<file path="config.mk">
export PLATFORM = sky130hd
export DESIGN_NAME = swtc_core
export DESIGN_NICKNAME = d
export VERILOG_FILES = /design/src/include/swtc_pkg.sv /design/src/hw/swtc_tick_div.sv /design/src/hw/swtc_ms_timer.sv /design/src/hw/swtc_core.sv
export VERILOG_INCLUDE_DIRS = /design/src /design/src/include
export SDC_FILE = /design/constraint.sdc
export NUM_CORES = 1
export LEC_CHECK = 0
export ABC_CLOCK_PERIOD_IN_PS = 17300
export BUFFER_PORTS_ARGS = -buffer_cell sky130_fd_sc_hd__buf_2
export CORE_UTILIZATION = 30
export DETAILED_ROUTE_END_ITERATION = 12
export GPL_ROUTABILITY_DRIVEN = 0
export GPL_TIMING_DRIVEN = 0
export PLACE_DENSITY = 0.49
export SLEW_MARGIN = 10
export SYNTH_ARGS = -nofsm -noshare
export SYNTH_HDL_FRONTEND = slang
export SYNTH_SLANG_ARGS = --single-unit
</file>
<file path="constraint.sdc">
create_clock -name clk -period 17.3 [get_ports clk]
set_input_delay 5.19 -clock clk [delete_from_list [all_inputs] [get_ports clk]]
set_output_delay 5.19 -clock clk [all_outputs]
set_load 0.1 [all_outputs]
</file>
<file path="src/include/swtc_regs.svh">
// constants for the sleep and wake timing controller
// Functional notes
// - option word accepts 0..0x13e; refuse both coordinator bits set together.
// - sync option bits 0..5: force, forbid coordinator, status, early wake, equality, deploy.
// - async option bit 8 keeps the device awake full wake time every Nth wake.
// - async mode asserts host indicator every Nth wake; N 1..0xffff, default 1.
// - other wakes briefly check for data; data wakes fully, else sleep again.
// - cycle count N has no effect in synchronous sleep.
// - sleep time in 10 ms units, range 0x1..0x15f900, default 0x12c.
// - async: stay awake wake time in 1 ms units after data, default 0xd08.
// - sync: wake time raised to computed minimum, capped at 0x36ee80 ms.
// - nonzero host wake delay holds serial output that many ms after waking.
// - a serial character from host stops the host wake delay at once, except one arriving in the cycle the delay loads.
// - sync: sleep shortened by host delay; awake at least delay plus one hop.
// - status bits 0..3: awake, coordinator, ever synced, synced this cycle.
// - status bit 4 pending settings, bit 5 nomination, bit 6 deployment.
// - operating sleep readout gives network sleep, else configured, 10 ms units.
// - operating wake readout gives network wake, else configured, 1 ms units.
// - readable count of sleep or wake cycles since last sync.
// - missed sync counter counts sleeps without sync, saturates 0xffff, write 0 clears.
// - sleep mode 4 selects asynchronous cyclic sleep.
// - sleep mode 8 selects synchronized cyclic sleep.
`ifndef SWTC_REGS_SVH
`define SWTC_REGS_SVH
// ==========================================
// parameter selectors
`define SWTC_SEL_OPT  4'h0
`define SWTC_SEL_CNT  4'h1
`define SWTC_SEL_SP   4'h2
`define SWTC_SEL_ST   4'h3
`define SWTC_SEL_WH   4'h4
`define SWTC_SEL_STAT 4'h5
`define SWTC_SEL_OS   4'h6
`define SWTC_SEL_OW   4'h7
`define SWTC_SEL_MS   4'h8
`define SWTC_SEL_SQ   4'h9
`define SWTC_SEL_SM   4'ha
// ==========================================
// reset values and limits
`define SWTC_OPT_RST  16'h0002
`define SWTC_CNT_RST  16'h0001
`define SWTC_SP_RST   24'h00012c
`define SWTC_ST_RST   24'h000d08
`define SWTC_OPT_MAX  24'h00013e
`define SWTC_SP_MAX   24'h15f900
`define SWTC_ST_MAX   24'h36ee80
`define SWTC_MODE_ASYNC 4'h4
`define SWTC_MODE_SYNC  4'h8
// ==========================================
// option bit positions
`define SWTC_OPT_PREF     0
`define SWTC_OPT_NOCOORD  1
`define SWTC_OPT_NODEPLOY 5
`define SWTC_OPT_FULLWAKE 8
// ==========================================
// timing
`define SWTC_CLK_NS   10
`define SWTC_MS_NS    1000000
`define SWTC_SP_UNIT_MS 28'h000000a
`define SWTC_CHECK_MS 24'h000005
`endif

</file>
<file path="src/include/swtc_pkg.sv">
// types of the sleep and wake timing controller
package swtc_pkg;
  typedef enum logic [1:0] {
    SWTC_IDLE  = 2'h0,
    SWTC_SLEEP = 2'h1,
    SWTC_CHECK = 2'h3,
    SWTC_WAKE  = 2'h2
  } swtc_state_t;
endpackage

</file>
<file path="src/hw/swtc_tick_div.sv">
// millisecond enable divider
`timescale 1ns/100ps
`default_nettype none
module swtc_tick_div #(
  parameter int CYC = 100000
) (
  input  wire logic clk,
  input  wire logic sys_rst,
  output logic      tick_q
);
  logic [31:0] cnt_q;
  logic [31:0] cnt_d;
  logic        tick_d;

  always_comb
  begin
    tick_d = (cnt_q == 32'(CYC - 1));
    cnt_d  = tick_d ? 32'h0 : cnt_q + 32'h1;
  end

  always_ff @(posedge clk or posedge sys_rst)
  begin
    if (sys_rst)
    begin
      cnt_q  <= 32'h0;
      tick_q <= 1'b0;
    end
    else
    begin
      cnt_q  <= cnt_d;
      tick_q <= tick_d;
    end
  end
endmodule
`default_nettype wire

</file>
<file path="src/hw/swtc_ms_timer.sv">
// millisecond down timer with load and stop
`timescale 1ns/100ps
`default_nettype none
module swtc_ms_timer #(
  parameter int W = 24
) (
  input  wire logic         clk,
  input  wire logic         sys_rst,
  input  wire logic         tick,
  input  wire logic         load,
  input  wire logic [W-1:0] load_val,
  input  wire logic         stop,
  output logic              busy,
  output logic              done_q
);
  logic [W-1:0] cnt_q;
  logic [W-1:0] cnt_d;
  logic         done_d;

  always_comb
  begin
    cnt_d  = cnt_q;
    done_d = 1'b0;
    if (load)
      cnt_d = load_val;
    else if (stop)
      cnt_d = '0;
    else if (tick && cnt_q != '0)
    begin
      cnt_d  = cnt_q - W'(1);
      done_d = (cnt_q == W'(1));
    end
  end

  always_ff @(posedge clk or posedge sys_rst)
  begin
    if (sys_rst)
    begin
      cnt_q  <= '0;
      done_q <= 1'b0;
    end
    else
    begin
      cnt_q  <= cnt_d;
      done_q <= done_d;
    end
  end

  assign busy = (cnt_q != '0);
endmodule
`default_nettype wire

</file>
<file path="src/hw/swtc_core.sv">
// sleep and wake timing controller core
`timescale 1ns/100ps
`default_nettype none
`include "swtc_regs.svh"
module swtc_core #(
  parameter int          MS_CYCLES = `SWTC_MS_NS / `SWTC_CLK_NS,
  parameter logic [23:0] HOP_MS    = 24'h000032,
  parameter logic [23:0] CHECK_MS  = `SWTC_CHECK_MS
) (
  input  wire logic        clk,
  input  wire logic        sys_rst,
  input  wire logic        cmd_valid,
  input  wire logic        cmd_write,
  input  wire logic [3:0]  cmd_sel,
  input  wire logic [23:0] cmd_wdata,
  input  wire logic        uart_rx_char,
  input  wire logic        rf_rx_pkt,
  input  wire logic        sync_rx,
  input  wire logic [23:0] sync_sp,
  input  wire logic [23:0] sync_st,
  input  wire logic        nominate_req,
  output logic             rsp_valid_q,
  output logic [23:0]      rsp_data_q,
  output logic             rsp_err_q,
  output logic             host_ind_q,
  output logic             host_hold,
  output logic             sync_tx_q,
  output logic             coord
);
  // ==========================================
  // declarations
  logic [15:0] opt_q, opt_d, cnt_q, cnt_d, wh_q, wh_d, sq_q, sq_d;
  logic [23:0] sp_q, sp_d, st_q, st_d, rd_d;
  logic [3:0]  sm_q, sm_d;
  logic        pend_q, pend_d, nom_q, nom_d, err_d, ok;
  swtc_pkg::swtc_state_t s_q, s_d;
  logic [15:0] wcnt_q, wcnt_d, mss_q, mss_d;
  logic [23:0] nsp_q, nsp_d, nst_q, nst_d, ld_val;
  logic        syn_q, syn_d, ever_q, ever_d, cyc_q, cyc_d, ind_d, tx_d;
  logic        ld, sq_inc, wake_start, ms_tick, tmr_done, wh_busy, wh_done;
  logic        async_m, sync_m, data_seen, deploy, wr;
  logic [23:0] op_sp, op_st, wh24, min_wake, eff_wake, sp_ms, sleep_val, entry_val;
  logic [27:0] sp_prod;

  assign wr        = cmd_valid && cmd_write;
  assign async_m   = (sm_q == `SWTC_MODE_ASYNC);
  assign sync_m    = (sm_q == `SWTC_MODE_SYNC);
  assign data_seen = uart_rx_char || rf_rx_pkt;
  assign wh24      = {8'h00, wh_q};

  // ==========================================
  // derived timing
  // unsynchronized nodes fall back to configured times
  assign op_sp = syn_q ? nsp_q : sp_q;
  assign op_st = syn_q ? nst_q : st_q;
  assign sp_prod = {4'h0, op_sp} * `SWTC_SP_UNIT_MS;
  assign sp_ms   = sp_prod[23:0];
  assign min_wake = wh24 + HOP_MS;
  always_comb
  begin
    eff_wake = (op_st < min_wake) ? min_wake : op_st;
    if (eff_wake > `SWTC_ST_MAX)
      eff_wake = `SWTC_ST_MAX;
    // sleep shortened so the host is ready when the network wakes
    sleep_val = sp_ms;
    if (sync_m)
      sleep_val = (sp_ms > wh24) ? sp_ms - wh24 : 24'h000001;
    entry_val = opt_q[`SWTC_OPT_FULLWAKE] ? st_q : CHECK_MS;
  end
  assign coord = sync_m && (opt_q[`SWTC_OPT_PREF] ||
                 (!opt_q[`SWTC_OPT_NOCOORD] && (!syn_q || nom_q)));
  assign deploy = sync_m && !syn_q && !opt_q[`SWTC_OPT_NODEPLOY];

  // ==========================================
  // parameter port
  always_comb
  begin
    opt_d  = opt_q;
    cnt_d  = cnt_q;
    sp_d   = sp_q;
    st_d   = st_q;
    wh_d   = wh_q;
    sm_d   = sm_q;
    sq_d   = sq_q;
    pend_d = pend_q;
    nom_d  = nom_q;
    ok     = 1'b1;
    rd_d   = 24'h000000;
    case (cmd_sel)
      `SWTC_SEL_OPT:  rd_d = {8'h00, opt_q};
      `SWTC_SEL_CNT:  rd_d = {8'h00, cnt_q};
      `SWTC_SEL_SP:   rd_d = sp_q;
      `SWTC_SEL_ST:   rd_d = st_q;
      `SWTC_SEL_WH:   rd_d = wh24;
      `SWTC_SEL_STAT: rd_d = {17'h00000, deploy, nom_q, pend_q, cyc_q, ever_q, coord,
                              host_ind_q && sync_m};
      `SWTC_SEL_OS:   rd_d = op_sp;
      `SWTC_SEL_OW:   rd_d = op_st;
      `SWTC_SEL_MS:   rd_d = {8'h00, mss_q};
      `SWTC_SEL_SQ:   rd_d = {8'h00, sq_q};
      `SWTC_SEL_SM:   rd_d = {20'h00000, sm_q};
      default:        ok = !cmd_write;
    endcase
    if (wr)
    begin
      case (cmd_sel)
        `SWTC_SEL_OPT:
          ok = (cmd_wdata <= `SWTC_OPT_MAX) && !(cmd_wdata[0] && cmd_wdata[1]);
        `SWTC_SEL_CNT:
          ok = (cmd_wdata[23:16] == 8'h00) && (cmd_wdata != 24'h000000);
        `SWTC_SEL_SP:
          ok = (cmd_wdata != 24'h000000) && (cmd_wdata <= `SWTC_SP_MAX);
        `SWTC_SEL_ST:
          ok = (cmd_wdata != 24'h000000) && (cmd_wdata <= `SWTC_ST_MAX);
        `SWTC_SEL_WH:
          ok = (cmd_wdata[23:16] == 8'h00);
        `SWTC_SEL_SQ:
          ok = (cmd_wdata == 24'h000000);
        `SWTC_SEL_SM:
          ok = (cmd_wdata <= 24'h000008) && (cmd_wdata[3:0] != 4'h2) &&
               (cmd_wdata[3:0] != 4'h3) && (cmd_wdata[3:0] != 4'h6);
        default:
          ok = 1'b0;
      endcase
      if (ok)
      begin
        case (cmd_sel)
          `SWTC_SEL_OPT: opt_d = cmd_wdata[15:0];
          `SWTC_SEL_CNT: cnt_d = cmd_wdata[15:0];
          `SWTC_SEL_SP:  sp_d  = cmd_wdata;
          `SWTC_SEL_ST:  st_d  = cmd_wdata;
          `SWTC_SEL_WH:  wh_d  = cmd_wdata[15:0];
          `SWTC_SEL_SQ:  sq_d  = 16'h0000;
          `SWTC_SEL_SM:  sm_d  = cmd_wdata[3:0];
          default:       sm_d  = sm_q;
        endcase
        // a coordinator announces new settings at the next wake
        if (sync_m && coord && (cmd_sel == `SWTC_SEL_OPT || cmd_sel == `SWTC_SEL_SP ||
            cmd_sel == `SWTC_SEL_ST))
          pend_d = 1'b1;
      end
    end
    // hardware events win over clears in the same cycle
    if (wake_start)
    begin
      pend_d = 1'b0;
      nom_d  = 1'b0;
    end
    if (nominate_req && sync_m)
      nom_d = 1'b1;
    if (sq_inc && sq_d != 16'hffff)
      sq_d = sq_d + 16'h0001;
    err_d = cmd_valid && !ok;
  end

  always_ff @(posedge clk or posedge sys_rst)
  begin
    if (sys_rst)
    begin
      opt_q       <= `SWTC_OPT_RST;
      cnt_q       <= `SWTC_CNT_RST;
      sp_q        <= `SWTC_SP_RST;
      st_q        <= `SWTC_ST_RST;
      wh_q        <= 16'h0000;
      sm_q        <= 4'h0;
      sq_q        <= 16'h0000;
      pend_q      <= 1'b0;
      nom_q       <= 1'b0;
      rsp_valid_q <= 1'b0;
      rsp_err_q   <= 1'b0;
      rsp_data_q  <= 24'h000000;
    end
    else
    begin
      opt_q       <= opt_d;
      cnt_q       <= cnt_d;
      sp_q        <= sp_d;
      st_q        <= st_d;
      wh_q        <= wh_d;
      sm_q        <= sm_d;
      sq_q        <= sq_d;
      pend_q      <= pend_d;
      nom_q       <= nom_d;
      rsp_valid_q <= cmd_valid;
      rsp_err_q   <= err_d;
      rsp_data_q  <= rd_d;
    end
  end

  // ==========================================
  // sleep sequencer
  always_comb
  begin
    s_d        = s_q;
    wcnt_d     = wcnt_q;
    mss_d      = mss_q;
    nsp_d      = nsp_q;
    nst_d      = nst_q;
    syn_d      = syn_q;
    ever_d     = ever_q;
    cyc_d      = cyc_q;
    ind_d      = host_ind_q;
    tx_d       = 1'b0;
    ld         = 1'b0;
    ld_val     = st_q;
    sq_inc     = 1'b0;
    wake_start = 1'b0;
    case (s_q)
      swtc_pkg::SWTC_IDLE:
        if (async_m || sync_m)
        begin
          s_d    = swtc_pkg::SWTC_WAKE;
          ld     = 1'b1;
          ld_val = sync_m ? eff_wake : st_q;
        end
      swtc_pkg::SWTC_WAKE:
        if (async_m && data_seen)
        begin
          ld     = 1'b1;
          ld_val = st_q;
        end
        else if (tmr_done)
        begin
          s_d    = swtc_pkg::SWTC_SLEEP;
          ld     = 1'b1;
          ld_val = sleep_val;
          ind_d  = 1'b0;
          if (sync_m)
          begin
            mss_d  = (mss_q == 16'hffff) ? mss_q : mss_q + 16'h0001;
            sq_inc = !cyc_q && !coord;
          end
        end
      swtc_pkg::SWTC_SLEEP:
        if (tmr_done)
        begin
          ld = 1'b1;
          if (sync_m)
          begin
            // cycle count ignored here
            s_d        = swtc_pkg::SWTC_WAKE;
            ld_val     = eff_wake;
            ind_d      = 1'b1;
            cyc_d      = 1'b0;
            wake_start = 1'b1;
            tx_d       = coord;
            mss_d      = (mss_q == 16'hffff) ? mss_q : mss_q + 16'h0001;
          end
          else if (wcnt_q + 16'h0001 >= cnt_q)
          begin
            s_d    = swtc_pkg::SWTC_WAKE;
            ld_val = entry_val;
            ind_d  = 1'b1;
            wcnt_d = 16'h0000;
          end
          else
          begin
            s_d    = swtc_pkg::SWTC_CHECK;
            ld_val = CHECK_MS;
            wcnt_d = wcnt_q + 16'h0001;
          end
        end
      swtc_pkg::SWTC_CHECK:
        if (data_seen)
        begin
          s_d    = swtc_pkg::SWTC_WAKE;
          ld     = 1'b1;
          ld_val = st_q;
          ind_d  = 1'b1;
          wcnt_d = 16'h0000;
        end
        else if (tmr_done)
        begin
          s_d    = swtc_pkg::SWTC_SLEEP;
          ld     = 1'b1;
          ld_val = sleep_val;
        end
      default:
        s_d = swtc_pkg::SWTC_IDLE;
    endcase
    if (!(async_m || sync_m))
    begin
      s_d    = swtc_pkg::SWTC_IDLE;
      ind_d  = 1'b1;
      wcnt_d = 16'h0000;
    end
    if (sync_rx && sync_m && !opt_q[`SWTC_OPT_PREF])
    begin
      syn_d  = 1'b1;
      ever_d = 1'b1;
      cyc_d  = 1'b1;
      nsp_d  = sync_sp;
      nst_d  = sync_st;
      mss_d  = 16'h0000;
    end
    if (!sync_m)
      syn_d = 1'b0;
  end

  always_ff @(posedge clk or posedge sys_rst)
  begin
    if (sys_rst)
    begin
      s_q        <= swtc_pkg::SWTC_IDLE;
      wcnt_q     <= 16'h0000;
      mss_q      <= 16'h0000;
      nsp_q      <= 24'h000000;
      nst_q      <= 24'h000000;
      syn_q      <= 1'b0;
      ever_q     <= 1'b0;
      cyc_q      <= 1'b0;
      host_ind_q <= 1'b1;
      sync_tx_q  <= 1'b0;
    end
    else
    begin
      s_q        <= s_d;
      wcnt_q     <= wcnt_d;
      mss_q      <= mss_d;
      nsp_q      <= nsp_d;
      nst_q      <= nst_d;
      syn_q      <= syn_d;
      ever_q     <= ever_d;
      cyc_q      <= cyc_d;
      host_ind_q <= ind_d;
      sync_tx_q  <= tx_d;
    end
  end

  // ==========================================
  // timers
  swtc_tick_div #(.CYC(MS_CYCLES)) u_div (
    .clk     (clk),
    .sys_rst (sys_rst),
    .tick_q  (ms_tick)
  );
  swtc_ms_timer #(.W(24)) u_seq_tmr (
    .clk      (clk),
    .sys_rst  (sys_rst),
    .tick     (ms_tick),
    .load     (ld),
    .load_val (ld_val),
    // leaving the cyclic modes drops any half-run period
    .stop     (!(async_m || sync_m)),
    .busy     (),
    .done_q   (tmr_done)
  );
  // host delay restarts on each indicator rise, killed by host traffic
  swtc_ms_timer #(.W(16)) u_wh_tmr (
    .clk      (clk),
    .sys_rst  (sys_rst),
    .tick     (ms_tick),
    .load     (ind_d && !host_ind_q && wh_q != 16'h0000),
    .load_val (wh_q),
    .stop     (uart_rx_char),
    .busy     (wh_busy),
    .done_q   (wh_done)
  );
  assign host_hold = wh_busy && !wh_done;
endmodule
`default_nettype wire

</file>
==> flow_summary.yaml <==
global_route:
  grt_pass1_wl_mm: 115.8
  grt_max_degree: 110
  grt_pass1_vias: 17647
  grt_usage_pct: 23.07
  overflow: 0
  antenna_found_initial: 4
timing:
  min_period_ns: 9.764
  finalMaxSlewViolations: 0
  finalCritPeriodShare_pct: 56.44
  hold_viol: 0
  fmaxAchievable_mhz: 102.4
  rsz0062_at_grt: "no"
  setup_tns_ns: 0
  hold_ws_ns: 0.4618
  setup_viol: 0
  tightestPinTransition_ns: 1.216
  clock_skew_ns: 0.02423
  relSlewSlack_pct: 18.31
routing:
  num_vias: 17971
  firstDrtPassIters: 6
  routed_via_density: 5.667
  wl_per_cell_um: 24.93
  drt-initial-drc-count: 1622
  wirelength_mm: 79.06
  drc_errors: 0
  ant_nets: 0
setup_path:
  crit_path_start_kind: "primary input"
  path_max_fanout: 10
  critPathKind: "in2reg"
  end_kind: "flop"
  r2r_cells: 25
  required_ns: 17.73
  cp.arrival_ns: 10.19
cells_and_area:
  stdcell_count: 3171
  mostFrequentLayoutCell: "dfrtp_1"
  ff_latch_area_um2: 7671
  fill_cells: 6801
  fin_nets: 2462
  area_growth_pct: 15.02
  insertedDiodeCount: 0
  drive_above_1_share_pct: 17.73
  stdcell_area_um2: 23040
  layout_common_cells: "dfrtp_1, nand2_1, mux2_2, nor2_1, buf_2"
  multi_input_area_um2: 11650
power_and_ir_drop:
  seq_power_share_pct: 43.4
  comb_power_share_pct: 7.7
  clock_power_share_pct: 48.9
  p_total_mw: 1.722
  p_sw_share_pct: 25.15
  internal_power_mw: 1.289
  power.leakage_nw: 10.67
  switching_power_uw: 433.2
  p_per_area_nw_per_um2: 74.75
  ir_drop_v: 0.00007138
place:
  dp.cells: 3104
  postPlaceCellArea_um2: 21730
  dp_hpwl_mm: 61.09
  io_buffer_count: 103
yosys:
  synth_compound_area_share_pct: 16.61
  syn_nets: 2314
  synthArstFlopShare_pct: 100.0
  ys_types: 96
  ys.flop_type: "dfrtp_1"
  ys_ff_latch: 306
  syn-cell-area_um2: 20030
  synthCells: 2132
  synthAdderAreaFrac_pct: 6.196
  ys_seq_area_share_pct: 38.29
  avgSynthCellArea_um2: 9.396
  synth_edf_count: 0
  synth_mux_area_share_pct: 10.91
  yosysWarnings: 0
  synth_top_family_by_area: "simple AND/OR/NAND/NOR gates"
  synth-simple-area-share_pct: 17.88
  synth_xor_area_share_pct: 6.471
clocking:
  tritoncts: "built"
  hold_buffers: 0
  root_buffer: "clkbuf_16"
  cts_setup_buffers: 0
  cts.htree.levels: 2
  clk_latency_ns: 0.56
  clock-sinks: 306
  post_cts_resized: 0
  numCtsBuffers: 38
  cts_max_path_buffers: 3
  clkSlewWorstSetupHoldPaths_ns: 0.06
die:
  initial_core_util_pct: 30.41
  fp.dieW_um: 260.4
  rows: 94
  die_area_um2: 67810
  coreArea_um2: 65860
  io_pins: 114
  die_h_um: 260.4
min_path:
  whs_path_depth: 1
  min_path_type: "reg2reg"
run_status:
  outcome: "finished, final reports clean"
job:
  maxCapViolCount: 0
cell usage after synthesis (16+ instances only):
| library cell | instances | area [um2] |
|---|---|---|
| o21ai_0 | 98 | 490.5 |
| nand2_1 | 199 | 747.0 |
| o211ai_1 | 16 | 120.1 |
| xor2_1 | 68 | 595.6 |
| o22ai_1 | 22 | 137.6 |
| nand2b_1 | 28 | 175.2 |
| mux2_2 | 166 | 1869 |
| inv_1 | 81 | 304.0 |
| buf_2 | 16 | 80.08 |
| a21oi_1 | 97 | 485.5 |
| a221oi_1 | 22 | 192.7 |
| o21a_1 | 16 | 120.1 |
| and3_1 | 30 | 187.7 |
| a31oi_1 | 17 | 106.4 |
| a22oi_1 | 31 | 232.7 |
| and2_1 | 26 | 162.7 |
| nor4_1 | 27 | 168.9 |
| clkbuf_1 | 73 | 274.0 |
| dfrtp_1 | 295 | 7382 |
| nor3_1 | 47 | 235.2 |
| nand3_1 | 75 | 375.4 |
| ha_1 | 96 | 1201 |
| mux2i_1 | 30 | 300.3 |
| nand4_1 | 32 | 200.2 |
| xnor2_1 | 80 | 700.7 |
| nor2_1 | 164 | 615.6 |
flip-flops by register name, indices dropped and copies added (netlist names), 2 cells and up:
name	count
u_div.cnt_q	32
sm_q	4
u_seq_tmr.cnt_q	24
opt_q	16
wcnt_q	16
mss_q	16
sq_q	16
sp_q	24
st_q	24
wh_q	16
cnt_q	16
u_wh_tmr.cnt_q	16
rsp_data_q	24
s_q	2
nsp_q	24
nst_q	24
critical path: stages:
cell and delay [ns]:
buf_2 0.15, or4_1 0.54, nor3_1 0.94, a221oi_1 0.51, a311oi_1 0.53, clkbuf_1 0.39
buf_2 0.30, nor2_1 0.07, ha_1 0.23, nand3_1 0.10, nor2_1 0.06, nor3_1 0.29
and4_1 0.23, clkbuf_1 0.25, nand4_1 0.15, xor2_1 0.20, nor2_1 0.06
layout make-up:
class | instances | share of cell area, %
Clock inverter | 17 | 0.9557
Sequential cell | 306 | 33.29
Timing Repair Buffer | 108 | 2.552
Tap cell | 864 | 4.692
Clock buffer | 50 | 4.719
Multi-Input combinational cell | 1643 | 50.58
Buffer | 101 | 1.835
Inverter | 82 | 1.368
final timing paths:
kind	from	end	slack, ns
worst max-delay path	cmd_wdata[19]	sq_q[13]	7.54
worst min register to register	u_div.cnt_q[31]	u_div.cnt_q[31]	0.46
worst max register to register	syn_q	u_seq_tmr.cnt_q[23]	9.07
worst min-delay path	u_div.cnt_q[31]	u_div.cnt_q[31]	0.46
max in group asynchronous	sys_rst	wcnt_q[10]	11.58
min in group asynchronous	sys_rst	u_div.cnt_q[6]	4.71
routing by layer:
layer  vias up  GRT usage (%)  share of wire (%)
li1       8132              -                  -
met1      8799          30.14                 42
met2       834          36.07                 45
met3       202          4.827                8.3
met4         4          11.39                5.2
met5         -              0              0.044
kinds of logic after synthesis:
group | Yosys count
and+or+nand+nor | 720
AOI/OAI and AO/OA | 480
DFF | 306
muxes | 197
buffers and inverters | 183
xor gates and xnor gates | 148
adders and majority gates | 98
stage by stage:
stage | worst slack, ns | util (%)
2_1_floorplan | 3.669 | -
3_3_place_gp | -0.09110 | 32.84
3_5_place_dp | 7.284 | 33.00
4_1_cts | 7.843 | 34.98
5_1_grt | 7.099 | 34.98
6_report | 7.536 | 34.98
power groups by stage:
stage	Combinational [mW]	Sequential [mW]	Clock, mW
after detailed placement	0.131	0.759	0
final	0.133	0.747	0.843
after global routing	0.143	0.747	0.893
after CTS	0.132	0.746	0.864
after floorplan	0.0758	0.757	0
after global placement	0.128	0.759	0
Power figures use the tool's default switching activity.
